**config.mk**
```make
export PLATFORM = sky130hd
export DESIGN_NAME = serial_bus_if
export DESIGN_NICKNAME = d
export VERILOG_FILES = /design/src/rtl/word_fifo.v /design/src/rtl/serial_bus_if.v
export VERILOG_INCLUDE_DIRS = /design/src /design/src/rtl
export SDC_FILE = /design/constraint.sdc
export NUM_CORES = 1
export LEC_CHECK = 0
export ABC_CLOCK_PERIOD_IN_PS = 2500
export BUFFER_PORTS_ARGS = -buffer_cell sky130_fd_sc_hd__buf_2
export CAP_MARGIN = 20
export CORE_UTILIZATION = 51
export DETAILED_ROUTE_END_ITERATION = 8
export GPL_ROUTABILITY_DRIVEN = 0
export PLACE_DENSITY_LB_ADDON = 0.25
export SKIP_LAST_GASP = 1
export SLEW_MARGIN = 20
export SYNTH_ARGS = -nofsm -noshare
export SYNTH_HDL_FRONTEND = slang
export SYNTH_SLANG_ARGS = --single-unit
```
**constraint.sdc**
```tcl
create_clock -name ref_clk -period 2.5 [get_ports ref_clk]
set_input_delay 0 -clock ref_clk [delete_from_list [all_inputs] [get_ports ref_clk]]
set_output_delay 0 -clock ref_clk [all_outputs]
set_load 0.01 [all_outputs]
```
**src/rtl/serial_bus_regs.vh**
```
/*
  Register offsets, field positions, reset values and timing counts of the
  two-wire serial bus block. Assumes inclusion by bare name from rtl/.
*/
`ifndef SERIAL_BUS_REGS_VH
`define SERIAL_BUS_REGS_VH
// ============================================================
// Register byte offsets
`define MODE_OFS 12'h000
`define CTRL_OFS 12'h004
`define SHIFT_OFS 12'h008
`define STAT_OFS 12'h00C
`define FIFO_PUSH_OFS 12'h018
// ============================================================
// Mode register fields
`define MODE_CLKSEL_LSB 0
`define MODE_LINE_B_BIT 2
`define MODE_IF_EN_BIT 3
`define MODE_RESET 4'h0
// ============================================================
// Control register fields
`define CTRL_RELEASE_TRIGGER_BIT 0
`define CTRL_COMMAND_TRIGGER_BIT 1
`define CTRL_ACK_TRIGGER_BIT 2
`define CTRL_AUTO_ACK_ENABLE_BIT 3
`define CTRL_BUSY_OUTPUT_ENABLE_BIT 4
// ============================================================
// Status register fields
`define STAT_RELEASE_DETECTED_BIT 0
`define STAT_COMMAND_DETECTED_BIT 1
`define STAT_ACK_DETECTED_BIT 2
`define STAT_MASKED_BIT 3
`define STAT_SCK_BIT 4
`define STAT_SO_BIT 5
`define STAT_BUSY_BIT 6
// ============================================================
// Clock select codes and divider counts
`define CLK_EXT 2'h0
`define CLK_TIMER 2'h1
`define CLK_DIV16 2'h2
`define CLK_DIV8 2'h3
`define DIV16_HALF 4'h7
`define DIV8_HALF 4'h3
`define BITS_PER_BYTE 4'h8
`endif

```
**src/rtl/word_fifo.v**
```verilog
/*
  Small synchronous FIFO with valid/ready on both sides.
  Assumes one clock, asynchronous active-low reset and a clock enable.
*/
module word_fifo #(
  parameter WIDTH = 8,
  parameter DEPTH = 4,
  parameter AW = 2
) (
  // Clock and reset
  input wire ref_clk,
  input wire arst_n,
  input wire clk_en,
  // Fill side
  input wire in_valid,
  output wire in_ready,
  input wire [WIDTH-1:0] in_data,
  // Drain side
  output wire out_valid,
  input wire out_ready,
  output wire [WIDTH-1:0] out_data
);
  reg [WIDTH-1:0] mem_q [0:DEPTH-1];
  reg [AW-1:0] wr_q;
  reg [AW-1:0] rd_q;
  reg [AW:0] cnt_q;
  wire push;
  wire pop;
  integer i;

  assign in_ready = (cnt_q != DEPTH[AW:0]);
  assign out_valid = (cnt_q != {(AW+1){1'b0}});
  assign out_data = mem_q[rd_q];
  assign push = in_valid & in_ready;
  assign pop = out_valid & out_ready;

  always @(posedge ref_clk or negedge arst_n) begin
    if (!arst_n) begin
      wr_q <= {AW{1'b0}};
      rd_q <= {AW{1'b0}};
      cnt_q <= {(AW+1){1'b0}};
      for (i = 0; i < DEPTH; i = i + 1) begin
        mem_q[i] <= {WIDTH{1'b0}};
      end
    end else if (clk_en) begin
      if (push) begin
        mem_q[wr_q] <= in_data;
        wr_q <= (wr_q == DEPTH[AW-1:0] - 1'b1) ? {AW{1'b0}} : wr_q + 1'b1;
      end
      if (pop) begin
        rd_q <= (rd_q == DEPTH[AW-1:0] - 1'b1) ? {AW{1'b0}} : rd_q + 1'b1;
      end
      if (push && !pop) begin
        cnt_q <= cnt_q + 1'b1;
      end else if (pop && !push) begin
        cnt_q <= cnt_q - 1'b1;
      end
    end
  end
endmodule // word_fifo

```
**src/rtl/serial_bus_if.v**
```verilog
/*
  Two-wire serial bus interface with APB register access and a four-word
  transmit FIFO. Assumes one clock ref_clk, pins sampled through three
  flip-flops, open-drain data lines resolved outside with a pull-up.
*/
// Chosen here: the APB register port and the address map.
`include "serial_bus_regs.vh"
module serial_bus_if #(
  parameter FIFO_DEPTH = 4
) (
  // Clock, reset and enable
  input wire ref_clk,
  input wire arst_n,
  input wire clk_en,
  // APB slave
  input wire psel,
  input wire penable,
  input wire pwrite,
  input wire [11:0] paddr,
  input wire [31:0] pwdata,
  output reg [31:0] prdata,
  output reg pready,
  output reg pslverr,
  // Clock sources
  input wire timer_output,
  input wire sck_in,
  output reg sck_out,
  output reg sck_oe,
  // Open-drain data lines
  input wire data_line_a_in,
  input wire data_line_b_in,
  output reg data_line_a_oe,
  output reg data_line_b_oe
);
  // ============================================================
  // Pin synchronisers
  reg [2:0] sck_sync_q;
  reg [2:0] sda_sync_q;
  reg [2:0] sdb_sync_q;
  reg [2:0] tmr_sync_q;
  reg sck_lvl_q;
  reg sda_lvl_q;
  reg tmr_lvl_q;
  wire sel_sda;
  wire sel_sda_mid;
  // ============================================================
  // Registers
  reg [3:0] serial_mode_register_q;
  reg auto_ack_enable_q;
  reg busy_output_enable_q;
  reg ack_trigger_q;
  reg release_detected_q;
  reg command_detected_q;
  reg ack_detected_q;
  reg so_latch_q;
  reg [7:0] shift_register_q;
  reg active_q;
  reg masked_q;
  reg [3:0] bit_cnt_q;
  reg [3:0] div_q;
  reg int_sck_q;
  reg ack_pend_q;
  reg ack_drive_q;
  reg busy_q;
  wire [1:0] clk_sel;
  wire interface_enable;
  wire internal_clk;
  wire sck_now;
  wire sck_rise;
  wire sck_fall;
  wire access_ok;
  wire apb_wr;
  wire apb_rd;
  wire start_req;
  wire fifo_out_valid;
  wire fifo_in_ready;
  wire [7:0] fifo_out_data;
  wire fifo_pop;

  assign clk_sel = serial_mode_register_q[`MODE_CLKSEL_LSB+1:`MODE_CLKSEL_LSB];
  assign interface_enable = serial_mode_register_q[`MODE_IF_EN_BIT];
  assign internal_clk = (clk_sel != `CLK_EXT);
  assign sel_sda = serial_mode_register_q[`MODE_LINE_B_BIT] ? sdb_sync_q[2] : sda_sync_q[2];
  assign sel_sda_mid = serial_mode_register_q[`MODE_LINE_B_BIT] ? sdb_sync_q[1] : sda_sync_q[1];
  assign sck_now = internal_clk ? int_sck_q : sck_lvl_q;
  assign access_ok = interface_enable & masked_q & sck_now;
  assign apb_wr = psel & penable & pwrite & ~pready;
  assign apb_rd = psel & penable & ~pwrite & ~pready;
  // A start waits in the FIFO until the bus is idle with the clock high.
  assign fifo_pop = fifo_out_valid & access_ok & ~active_q;
  assign start_req = fifo_pop;

  // ============================================================
  // Synchronise pins; a level moves once stages two and three agree.
  always @(posedge ref_clk or negedge arst_n) begin
    if (!arst_n) begin
      sck_sync_q <= 3'h7;
      sda_sync_q <= 3'h7;
      sdb_sync_q <= 3'h7;
      tmr_sync_q <= 3'h0;
      sck_lvl_q <= 1'b1;
      sda_lvl_q <= 1'b1;
      tmr_lvl_q <= 1'b0;
    end else if (clk_en) begin
      sck_sync_q <= {sck_sync_q[1:0], sck_in};
      sda_sync_q <= {sda_sync_q[1:0], data_line_a_in};
      sdb_sync_q <= {sdb_sync_q[1:0], data_line_b_in};
      tmr_sync_q <= {tmr_sync_q[1:0], timer_output};
      if (sck_sync_q[1] == sck_sync_q[2]) begin
        sck_lvl_q <= sck_sync_q[2];
      end
      if (sel_sda_mid == sel_sda) begin
        sda_lvl_q <= sel_sda;
      end
      if (tmr_sync_q[1] == tmr_sync_q[2]) begin
        tmr_lvl_q <= tmr_sync_q[2];
      end
    end
  end

  // ============================================================
  // Serial clock generation and edge detect
  reg sck_prev_q;
  reg sda_prev_q;
  reg tmr_prev_q;
  assign sck_rise = sck_now & ~sck_prev_q;
  assign sck_fall = ~sck_now & sck_prev_q;

  always @(posedge ref_clk or negedge arst_n) begin
    if (!arst_n) begin
      div_q <= 4'h0;
      int_sck_q <= 1'b1;
      sck_prev_q <= 1'b1;
      sda_prev_q <= 1'b1;
      tmr_prev_q <= 1'b0;
    end else if (clk_en) begin
      sck_prev_q <= sck_now;
      sda_prev_q <= sda_lvl_q;
      tmr_prev_q <= tmr_lvl_q;
      if (!active_q) begin
        div_q <= 4'h0;
        int_sck_q <= 1'b1;
      end else if (clk_sel == `CLK_TIMER) begin
        if (tmr_lvl_q && !tmr_prev_q) begin
          int_sck_q <= ~int_sck_q;
        end
      end else if (internal_clk) begin
        if (div_q == ((clk_sel == `CLK_DIV16) ? `DIV16_HALF : `DIV8_HALF)) begin
          div_q <= 4'h0;
          int_sck_q <= ~int_sck_q;
        end else begin
          div_q <= div_q + 4'h1;
        end
      end
    end
  end

  // ============================================================
  // Transfer engine, flags and line drivers
  always @(posedge ref_clk or negedge arst_n) begin
    if (!arst_n) begin
      serial_mode_register_q <= `MODE_RESET;
      auto_ack_enable_q <= 1'b0;
      busy_output_enable_q <= 1'b0;
      ack_trigger_q <= 1'b0;
      release_detected_q <= 1'b0;
      command_detected_q <= 1'b0;
      ack_detected_q <= 1'b0;
      so_latch_q <= 1'b1;
      shift_register_q <= 8'hFF;
      active_q <= 1'b0;
      masked_q <= 1'b1;
      bit_cnt_q <= 4'h0;
      ack_pend_q <= 1'b0;
      ack_drive_q <= 1'b0;
      busy_q <= 1'b0;
    end else if (clk_en) begin
      if (apb_wr && paddr == `MODE_OFS && !active_q) begin
        serial_mode_register_q <= pwdata[3:0];
      end
      if (apb_wr && paddr == `CTRL_OFS) begin
        auto_ack_enable_q <= pwdata[`CTRL_AUTO_ACK_ENABLE_BIT];
        busy_output_enable_q <= pwdata[`CTRL_BUSY_OUTPUT_ENABLE_BIT];
        if (pwdata[`CTRL_RELEASE_TRIGGER_BIT]) begin
          so_latch_q <= 1'b1;
        end else if (pwdata[`CTRL_COMMAND_TRIGGER_BIT]) begin
          so_latch_q <= 1'b0;
        end
        if (pwdata[`CTRL_ACK_TRIGGER_BIT] && !active_q) begin
          ack_trigger_q <= 1'b1;
        end
      end
      if (apb_wr && paddr == `SHIFT_OFS && access_ok) begin
        shift_register_q <= pwdata[7:0];
      end
      if (start_req) begin
        shift_register_q <= fifo_out_data;
        so_latch_q <= fifo_out_data[7];
        active_q <= 1'b1;
        masked_q <= 1'b0;
        bit_cnt_q <= 4'h0;
        // A byte ended under an internal clock never saw a ninth clock; drop its acknowledge.
        ack_pend_q <= 1'b0;
        busy_q <= 1'b0;
      end else if (active_q && sck_fall && bit_cnt_q != 4'h0) begin
        so_latch_q <= shift_register_q[7];
      end else if (active_q && sck_rise) begin
        shift_register_q <= {shift_register_q[6:0], sda_lvl_q};
        if (bit_cnt_q == `BITS_PER_BYTE - 4'h1) begin
          active_q <= 1'b0;
          masked_q <= 1'b1;
          so_latch_q <= 1'b1;
          ack_pend_q <= 1'b1;
        end
        bit_cnt_q <= bit_cnt_q + 4'h1;
      end
      // Acknowledge and busy run on the ninth and later clocks from the pin.
      if (ack_pend_q && sck_fall && (auto_ack_enable_q || ack_trigger_q)) begin
        ack_drive_q <= 1'b1;
        ack_pend_q <= 1'b0;
        ack_trigger_q <= 1'b0;
      end else if (ack_drive_q && sck_fall) begin
        ack_drive_q <= 1'b0;
        busy_q <= busy_output_enable_q;
      end else if (busy_q && sck_fall && !busy_output_enable_q) begin
        busy_q <= 1'b0;
      end
      // Flags: detection wins over a same-cycle clear.
      if (sck_now && sck_prev_q && sda_lvl_q && !sda_prev_q) begin
        release_detected_q <= 1'b1;
        command_detected_q <= 1'b0;
      end else if (sck_now && sck_prev_q && !sda_lvl_q && sda_prev_q) begin
        command_detected_q <= 1'b1;
      end else if (start_req || !interface_enable) begin
        release_detected_q <= 1'b0;
        command_detected_q <= 1'b0;
      end
      if (sck_rise && !sda_lvl_q && bit_cnt_q == `BITS_PER_BYTE && !active_q) begin
        ack_detected_q <= 1'b1;
        bit_cnt_q <= 4'h0;
      end else if (start_req) begin
        ack_detected_q <= 1'b0;
      end
    end
  end

  // ============================================================
  // Pin outputs; the data pin pulls low when the latch or a control signal wants it.
  always @(posedge ref_clk or negedge arst_n) begin
    if (!arst_n) begin
      sck_out <= 1'b1;
      sck_oe <= 1'b0;
      data_line_a_oe <= 1'b0;
      data_line_b_oe <= 1'b0;
    end else if (clk_en) begin
      sck_out <= int_sck_q;
      sck_oe <= interface_enable & internal_clk;
      data_line_a_oe <= interface_enable & ~serial_mode_register_q[`MODE_LINE_B_BIT]
                        & (~so_latch_q | ack_drive_q | busy_q);
      data_line_b_oe <= interface_enable & serial_mode_register_q[`MODE_LINE_B_BIT]
                        & (~so_latch_q | ack_drive_q | busy_q);
    end
  end

  // ============================================================
  // APB slave: one wait state, unmapped addresses answer with an error.
  always @(posedge ref_clk or negedge arst_n) begin
    if (!arst_n) begin
      prdata <= 32'h00000000;
      pready <= 1'b0;
      pslverr <= 1'b0;
    end else if (clk_en) begin
      pready <= psel & penable & ~pready;
      pslverr <= psel & penable & ~pready & (paddr != `MODE_OFS) & (paddr != `CTRL_OFS)
                 & (paddr != `SHIFT_OFS) & (paddr != `STAT_OFS)
                 & (paddr != `FIFO_PUSH_OFS);
      prdata <= 32'h00000000;
      if (apb_rd) begin
        case (paddr)
          `MODE_OFS: prdata <= {28'h0000000, serial_mode_register_q};
          `CTRL_OFS: prdata <= {27'h0000000, busy_output_enable_q, auto_ack_enable_q,
                                3'h0};
          `SHIFT_OFS: prdata <= {24'h000000, access_ok ? shift_register_q : 8'h00};
          `STAT_OFS: prdata <= {25'h0000000, busy_q, so_latch_q, sck_now, masked_q,
                                ack_detected_q, command_detected_q, release_detected_q};
          default: prdata <= 32'h00000000;
        endcase
      end
    end
  end

  // ============================================================
  // Transmit FIFO; a write arriving while it is full is dropped.
  word_fifo #(
    .WIDTH(8),
    .DEPTH(FIFO_DEPTH),
    .AW(2)
  ) u_tx_fifo (
    .ref_clk(ref_clk),
    .arst_n(arst_n),
    .clk_en(clk_en),
    .in_valid(apb_wr && paddr == `FIFO_PUSH_OFS && interface_enable),
    .in_ready(fifo_in_ready),
    .in_data(pwdata[7:0]),
    .out_valid(fifo_out_valid),
    .out_ready(fifo_pop),
    .out_data(fifo_out_data)
  );
endmodule // serial_bus_if

```
* Yosys cells after proc, flatten, opt, wreduce, memory -nomap -nowiden
Cells that the tools add are included.
** Word-level totals
- Flip-flop bits (word level) :: 128
- Bits in latches :: 0
- RAM bits :: 0
- Bits in read-only memories :: 0
- Input bits :: 54
- Logic and storage cells :: 253
- Memories kept :: 0
** Cells by class
- $add $sub $neg :: 6
- $mul :: 0
- Divide/modulo/power cells :: 0
- Magnitude comparators :: 3
- Equal/unequal tests :: 28
- Shift-type cells :: 0
- Muxes and demuxes :: 66
- Bitwise operators :: 36
- Reductions and logical operators :: 73
** Operators with widths (count)
- two-way mux 8 bit :: 9
- two-way mux 1 bit :: 40
- bitwise mux 32 bit :: 1
- two-way mux 4 bit :: 8
- one-hot mux 8 bit (4 select lines) :: 1
- logical AND 1 bit :: 28
- bitwise AND 1 bit :: 24
- equality test 12 x 4 -> 1 bit, second input constant :: 2
- != test 12 x 4 -> 1 bit, second input constant :: 2
- AND reduction 2 bit :: 11
- nonzero test 2 bit :: 9
- binary-select mux 8 bit (select 2 bit) :: 1
- demux 8 bit (select 2 bit) :: 1
- nonzero test 3 bit :: 5
- equality test 12 x 3 -> 1 bit, second input constant :: 1
- equality test 12 x 5 -> 1 bit, second input constant :: 1
- logical NOT 12 bit :: 1
- != test 12 x 3 -> 1 bit, second input constant :: 1
- != test 12 x 5 -> 1 bit, second input constant :: 1
- AND reduction 3 bit :: 4
- AND reduction 4 bit :: 3
- nonzero test 12 bit :: 1
- two-way mux 3 bit :: 3
- != test 3 x 2 -> 1 bit, second input constant :: 3
- 23 further kinds :: 51

* Depth between registers and ports, before layout
- Depth after elaboration :: 10
- Gate-level depth with buffers :: 12

* By module
A second synthesis with hierarchy kept.
** Second synthesis, totals
- Cells, all modules :: 484
- Area total of the unflattened synthesis :: 5504.0 um^2
** By module, submodules not included
- serial_bus_if :: instances 1, cells an instance 369, area an instance 3666.0 um^2, sequential area each 1657.8 um^2
- word_fifo :: instances 1, cells an instance 115, area an instance 1838.0 um^2, sequential area each 975.9 um^2

* Worst setup path before layout
OpenSTA, ideal clock, no wires.
- Path type :: register -> register
- From :: register sck_lvl_q
- To :: register u_tx_fifo.cnt_q[1]
- Arrival :: 2.504 ns
- Data required time :: 2.375 ns
- Slack :: -0.129 ns
- Cell stages (with the launch flop) :: 10
- Clock period less this slack :: 2.629 ns
- Cell sequence :: dfstp_2 > or3b_1 > clkbuf_1 > a2111oi_2 > inv_1 > buf_2 > ha_1 > inv_1 > fa_1 > mux2_2
** On the way
- Longest elaborated chain between the ends :: 9
** Ends and longest elaborated chain
- start: declaration :: RTL line serial_bus_if.v:41 : reg sck_lvl_q;
- start signal: assignment :: RTL line serial_bus_if.v:110 : sck_lvl_q <= sck_sync_q[2];
- two-way mux 1 bit * :: RTL line serial_bus_if.v:85 : assign sck_now = internal_clk ? int_sck_q : sck_lvl_q;
- bitwise AND 1 bit * :: RTL line serial_bus_if.v:86 : assign access_ok = interface_enable & masked_q & sck_now;
- bitwise AND 1 bit * (2 in a row) :: RTL line serial_bus_if.v:90 : assign fifo_pop = fifo_out_valid & access_ok & ~active_q;
- bitwise AND 1 bit * :: RTL line word_fifo.v:35 : assign pop = out_valid & out_ready;
- logical NOT 1 bit :: RTL line word_fifo.v:53 : if (push && !pop) begin
- logical AND 1 bit :: RTL line word_fifo.v:53
- nonzero test 2 bit (no source line)
- AND reduction 2 bit (no source line)
- end signal: assignment :: RTL line word_fifo.v:41 : cnt_q <= {(AW+1){1'b0}};
- end signal: assignment :: RTL line word_fifo.v:54 : cnt_q <= cnt_q + 1'b1;
- end signal: assignment :: RTL line word_fifo.v:56 : cnt_q <= cnt_q - 1'b1;
- end: declaration :: RTL line word_fifo.v:26 : reg [AW:0] cnt_q;
Every way passes the cells marked *; elsewhere a longest branch is shown, timed or not.
A chain may end at the register's enable or synchronous reset.

* Worst setup path in the final report
Same ends and word-level chain as after synthesis.

==> results.py <==
metrics = {
    "synth": {
        "synth_edf_count": 0,
        "postSynth.topFlopCell": "dfrtp_1",
        "post_synth.cell_area_avg_um2": 11.30,
        "yosysWarnings": 0,
        "synthArstFlopShare_pct": 100.0,
        "synth.most_common_cell": "dfrtp_1",
        "synth_top_area_share_pct": 36.90,
        "postSynthCellCount": 474,
        "synth_top_cell_by_area": "dfrtp_1",
        "synth.yosys.seq_area_share_pct": 49.16,
        "synth_seq_cells": 104,
        "synthTopCellsByArea": "dfrtp_1, dfstp_2, mux2_2",
        "synthTopCellsByCount": "dfrtp_1, mux2_2, o21ai_0",
        "syn_area_um2": 5358,
        "synth.distinct_cells": 60,
    },
    "timing": {
        "period_share_pct": 96.91,
        "rsz0062_at_grt": "yes",
        "holdWs_ps": 13.62,
        "fin_crit_ps": 2423,
        "setup_viol": 0,
        "clock_skew_ps": 12.21,
        "max_freq_mhz": 412.8,
        "timing.final.hold_violations": 0,
        "fin_ws_ps": 77.31,
        "relSlewSlack_pct": 43.88,
        "slew_viol_final": 0,
        "finalSetupTns_ps": 0,
        "tightestPinTransition_ps": 835.3,
    },
    "detailed_routing": {
        "drtIter0Drc": 215,
        "post_drt_wl_per_cell_um": 17.16,
        "ant_nets": 0,
        "vias": 3968,
        "viasPerCell": 5.818,
        "drt_pass1_iterations": 5,
        "wl_mm": 11.70,
        "route.detailed.drc": 0,
    },
    "setup_path": {
        "cp_max_fo": 3,
        "required_ps": 2780,
        "crit-reg2reg-capture": "u_tx_fifo.cnt_q[1]",
        "rr_startpoint": "sck_lvl_q",
        "worst_setup_path_end_kind": "flip-flop",
        "r2r_cells": 7,
        "ff2ff_setup_slack_ps": 80,
        "startpoint_type": "flip-flop",
        "criticalPathCategory": "reg -> reg",
        "cp.arrival_ps": 2700,
    },
    "status": {
        "outcome": "finished clean",
    },
    "clocking": {
        "cts_buffer_depth": 2,
        "clock_latency_ps": 380,
        "cts.sinks": 104,
        "h-tree-depth": 3,
        "cts-buffers-inserted": 9,
        "cts.clk_slew.worst_paths_ps": 100,
        "cts_root_buf": "clkbuf_8",
        "cts_tree": "yes",
    },
    "layout": {
        "utilization_pct": 59.41,
        "fin_cells": 682,
        "area_growth_syn_to_layout_pct": 13.45,
        "final.fill_count": 855,
        "fin_area_um2": 6078,
        "drive_above_1_share_pct": 32.60,
        "diodes": 0,
        "fin_nets": 605,
    },
    "placement": {
        "place_area_um2": 5723,
        "dp_hpwl_mm": 8.237,
        "place_ws_ps": 67.11,
        "portBuffers": 43,
        "place_inst": 648,
    },
    "floorplan": {
        "rows": 37,
        "core-area_um2": 10230,
        "top_level_ports": 92,
        "die_height_um": 104.5,
        "start_util_pct": 52.37,
        "die_x_um": 104.5,
        "die-area_um2": 10920,
    },
    "grt": {
        "antenna_found_initial": 0,
        "grt_pass1_vias": 4005,
        "grt_usage_pct": 23.02,
        "grt_overflow_total": 0,
        "grt_pass1_wl_mm": 19.58,
        "grt_max_degree": 105,
    },
    "pwr": {
        "vdd_ir_drop_max_mv": 0.3262,
        "total_power_mw": 3.984,
        "pwr_density_cell_nw_per_um2": 655.5,
        "p_leak_nw": 2.771,
    },
    "job": {
        "max_cap_viol_count": 0,
    },
    "min_path": {
        "min_to": "pslverr",
        "hp-class": "in -> reg",
        "worstHoldPathCells": 3,
        "worstHoldStart": "penable",
    },
}
[worst max path at each step]
stage,startpoint,end,slack [ps],depth (start not counted)
3_5_place_dp,sck_lvl_q,u_tx_fifo.cnt_q[1],70,7
2_1_floorplan,sck_lvl_q,u_tx_fifo.cnt_q[1],-7,9
3_3_place_gp,sck_lvl_q,u_tx_fifo.cnt_q[1],130,7
6_report,sck_lvl_q,u_tx_fifo.cnt_q[1],80,7
4_1_cts,sck_lvl_q,u_tx_fifo.cnt_q[1],50,7
5_1_grt,sck_lvl_q,u_tx_fifo.cnt_q[1],-20,7
[worst max-delay path, cell delays in order, from the launching register on]
cell       delay, ps
dfstp_2          550
or3b_4           400
a2111oi_4        400
inv_2            100
ha_4             180
inv_2             50
fa_1             380
mux2_4           270
[routing by layer]
| layer | wire [um] | global-route usage, % | up-vias | share of wire [%] |
|---|---|---|---|---|
| li1 | - | - | 1824 | - |
| met1 | 5210 | 29.30 | 1996 | 45 |
| met2 | 5653 | 37.70 | 127 | 48 |
| met3 | 529 | 4.511 | 21 | 4.5 |
| met4 | 306 | 11.02 | 0 | 2.6 |
| met5 | 0 | 0 | - | 0 |
[layout by cell type (no fill, tap or decap), types with 9 or more instances in the layout]
master         netlist  layout
a21oi_1             22      22
buf_2                6      42
buf_4               24      18
clkbuf_8             0       9
conb_1               1      24
dfrtp_1             79      79
dfstp_2             25      25
dlygate4sd3_1        0      15
inv_1               18      16
mux2_2              55      54
nand2_1             21      21
nand3_1             11      11
nor2_1              26      26
o211ai_1             9       9
o21ai_0             29      29
o2bb2ai_1           11      11
[flip-flops by register name, indices dropped and copies added, names as in the netlist, 3 cells and up]
| signal | flops |
|---|---|
| tmr_sync_q | 3 |
| u_tx_fifo.cnt_q | 3 |
| bit_cnt_q | 4 |
| prdata | 8 |
| div_q | 4 |
| sck_sync_q | 3 |
| shift_register_q | 8 |
| serial_mode_register_q | 4 |
| sdb_sync_q | 3 |
| u_tx_fifo.mem_q | 32 |
| sda_sync_q | 3 |
[power by group]
part | switching (mW) | internal (mW)
registers | 0.221 | 1.98
clock network | 0.618 | 0.375
logic | 0.433 | 0.358
[area by class of cell]
class                      count  area [um2]  share of cell area, %
clock buffer                   9       123.9                  2.038
clock inverter                 7       52.55                 0.8646
inverter                      19       71.32                  1.173
multi-input combinational    331        2511                  41.31
sequential                   104        2634                  43.33
tap                          136       170.2                  2.800
timing repair buffer          76       515.5                  8.481
[kinds of logic after synthesis]
logic type,share of synthesized area [%]
AOI/OAI and AO/OA,14.50
xor gates and xnor gates,0.6540
adders and majority gates,2.476
buffers and inverters,6.165
DFF,49.16
muxes,15.30
other,0.06999
and+or+nand+nor,11.68
[what timing repair did]
item	in CTS	in global routing
hold endpoints to repair	127	0
endpoints found under the setup margin	0	1
buffers inserted	0	3
gates resized for setup	0	3
hold buffers	15	0
Note: power is estimated with default switching activity, not from simulation.
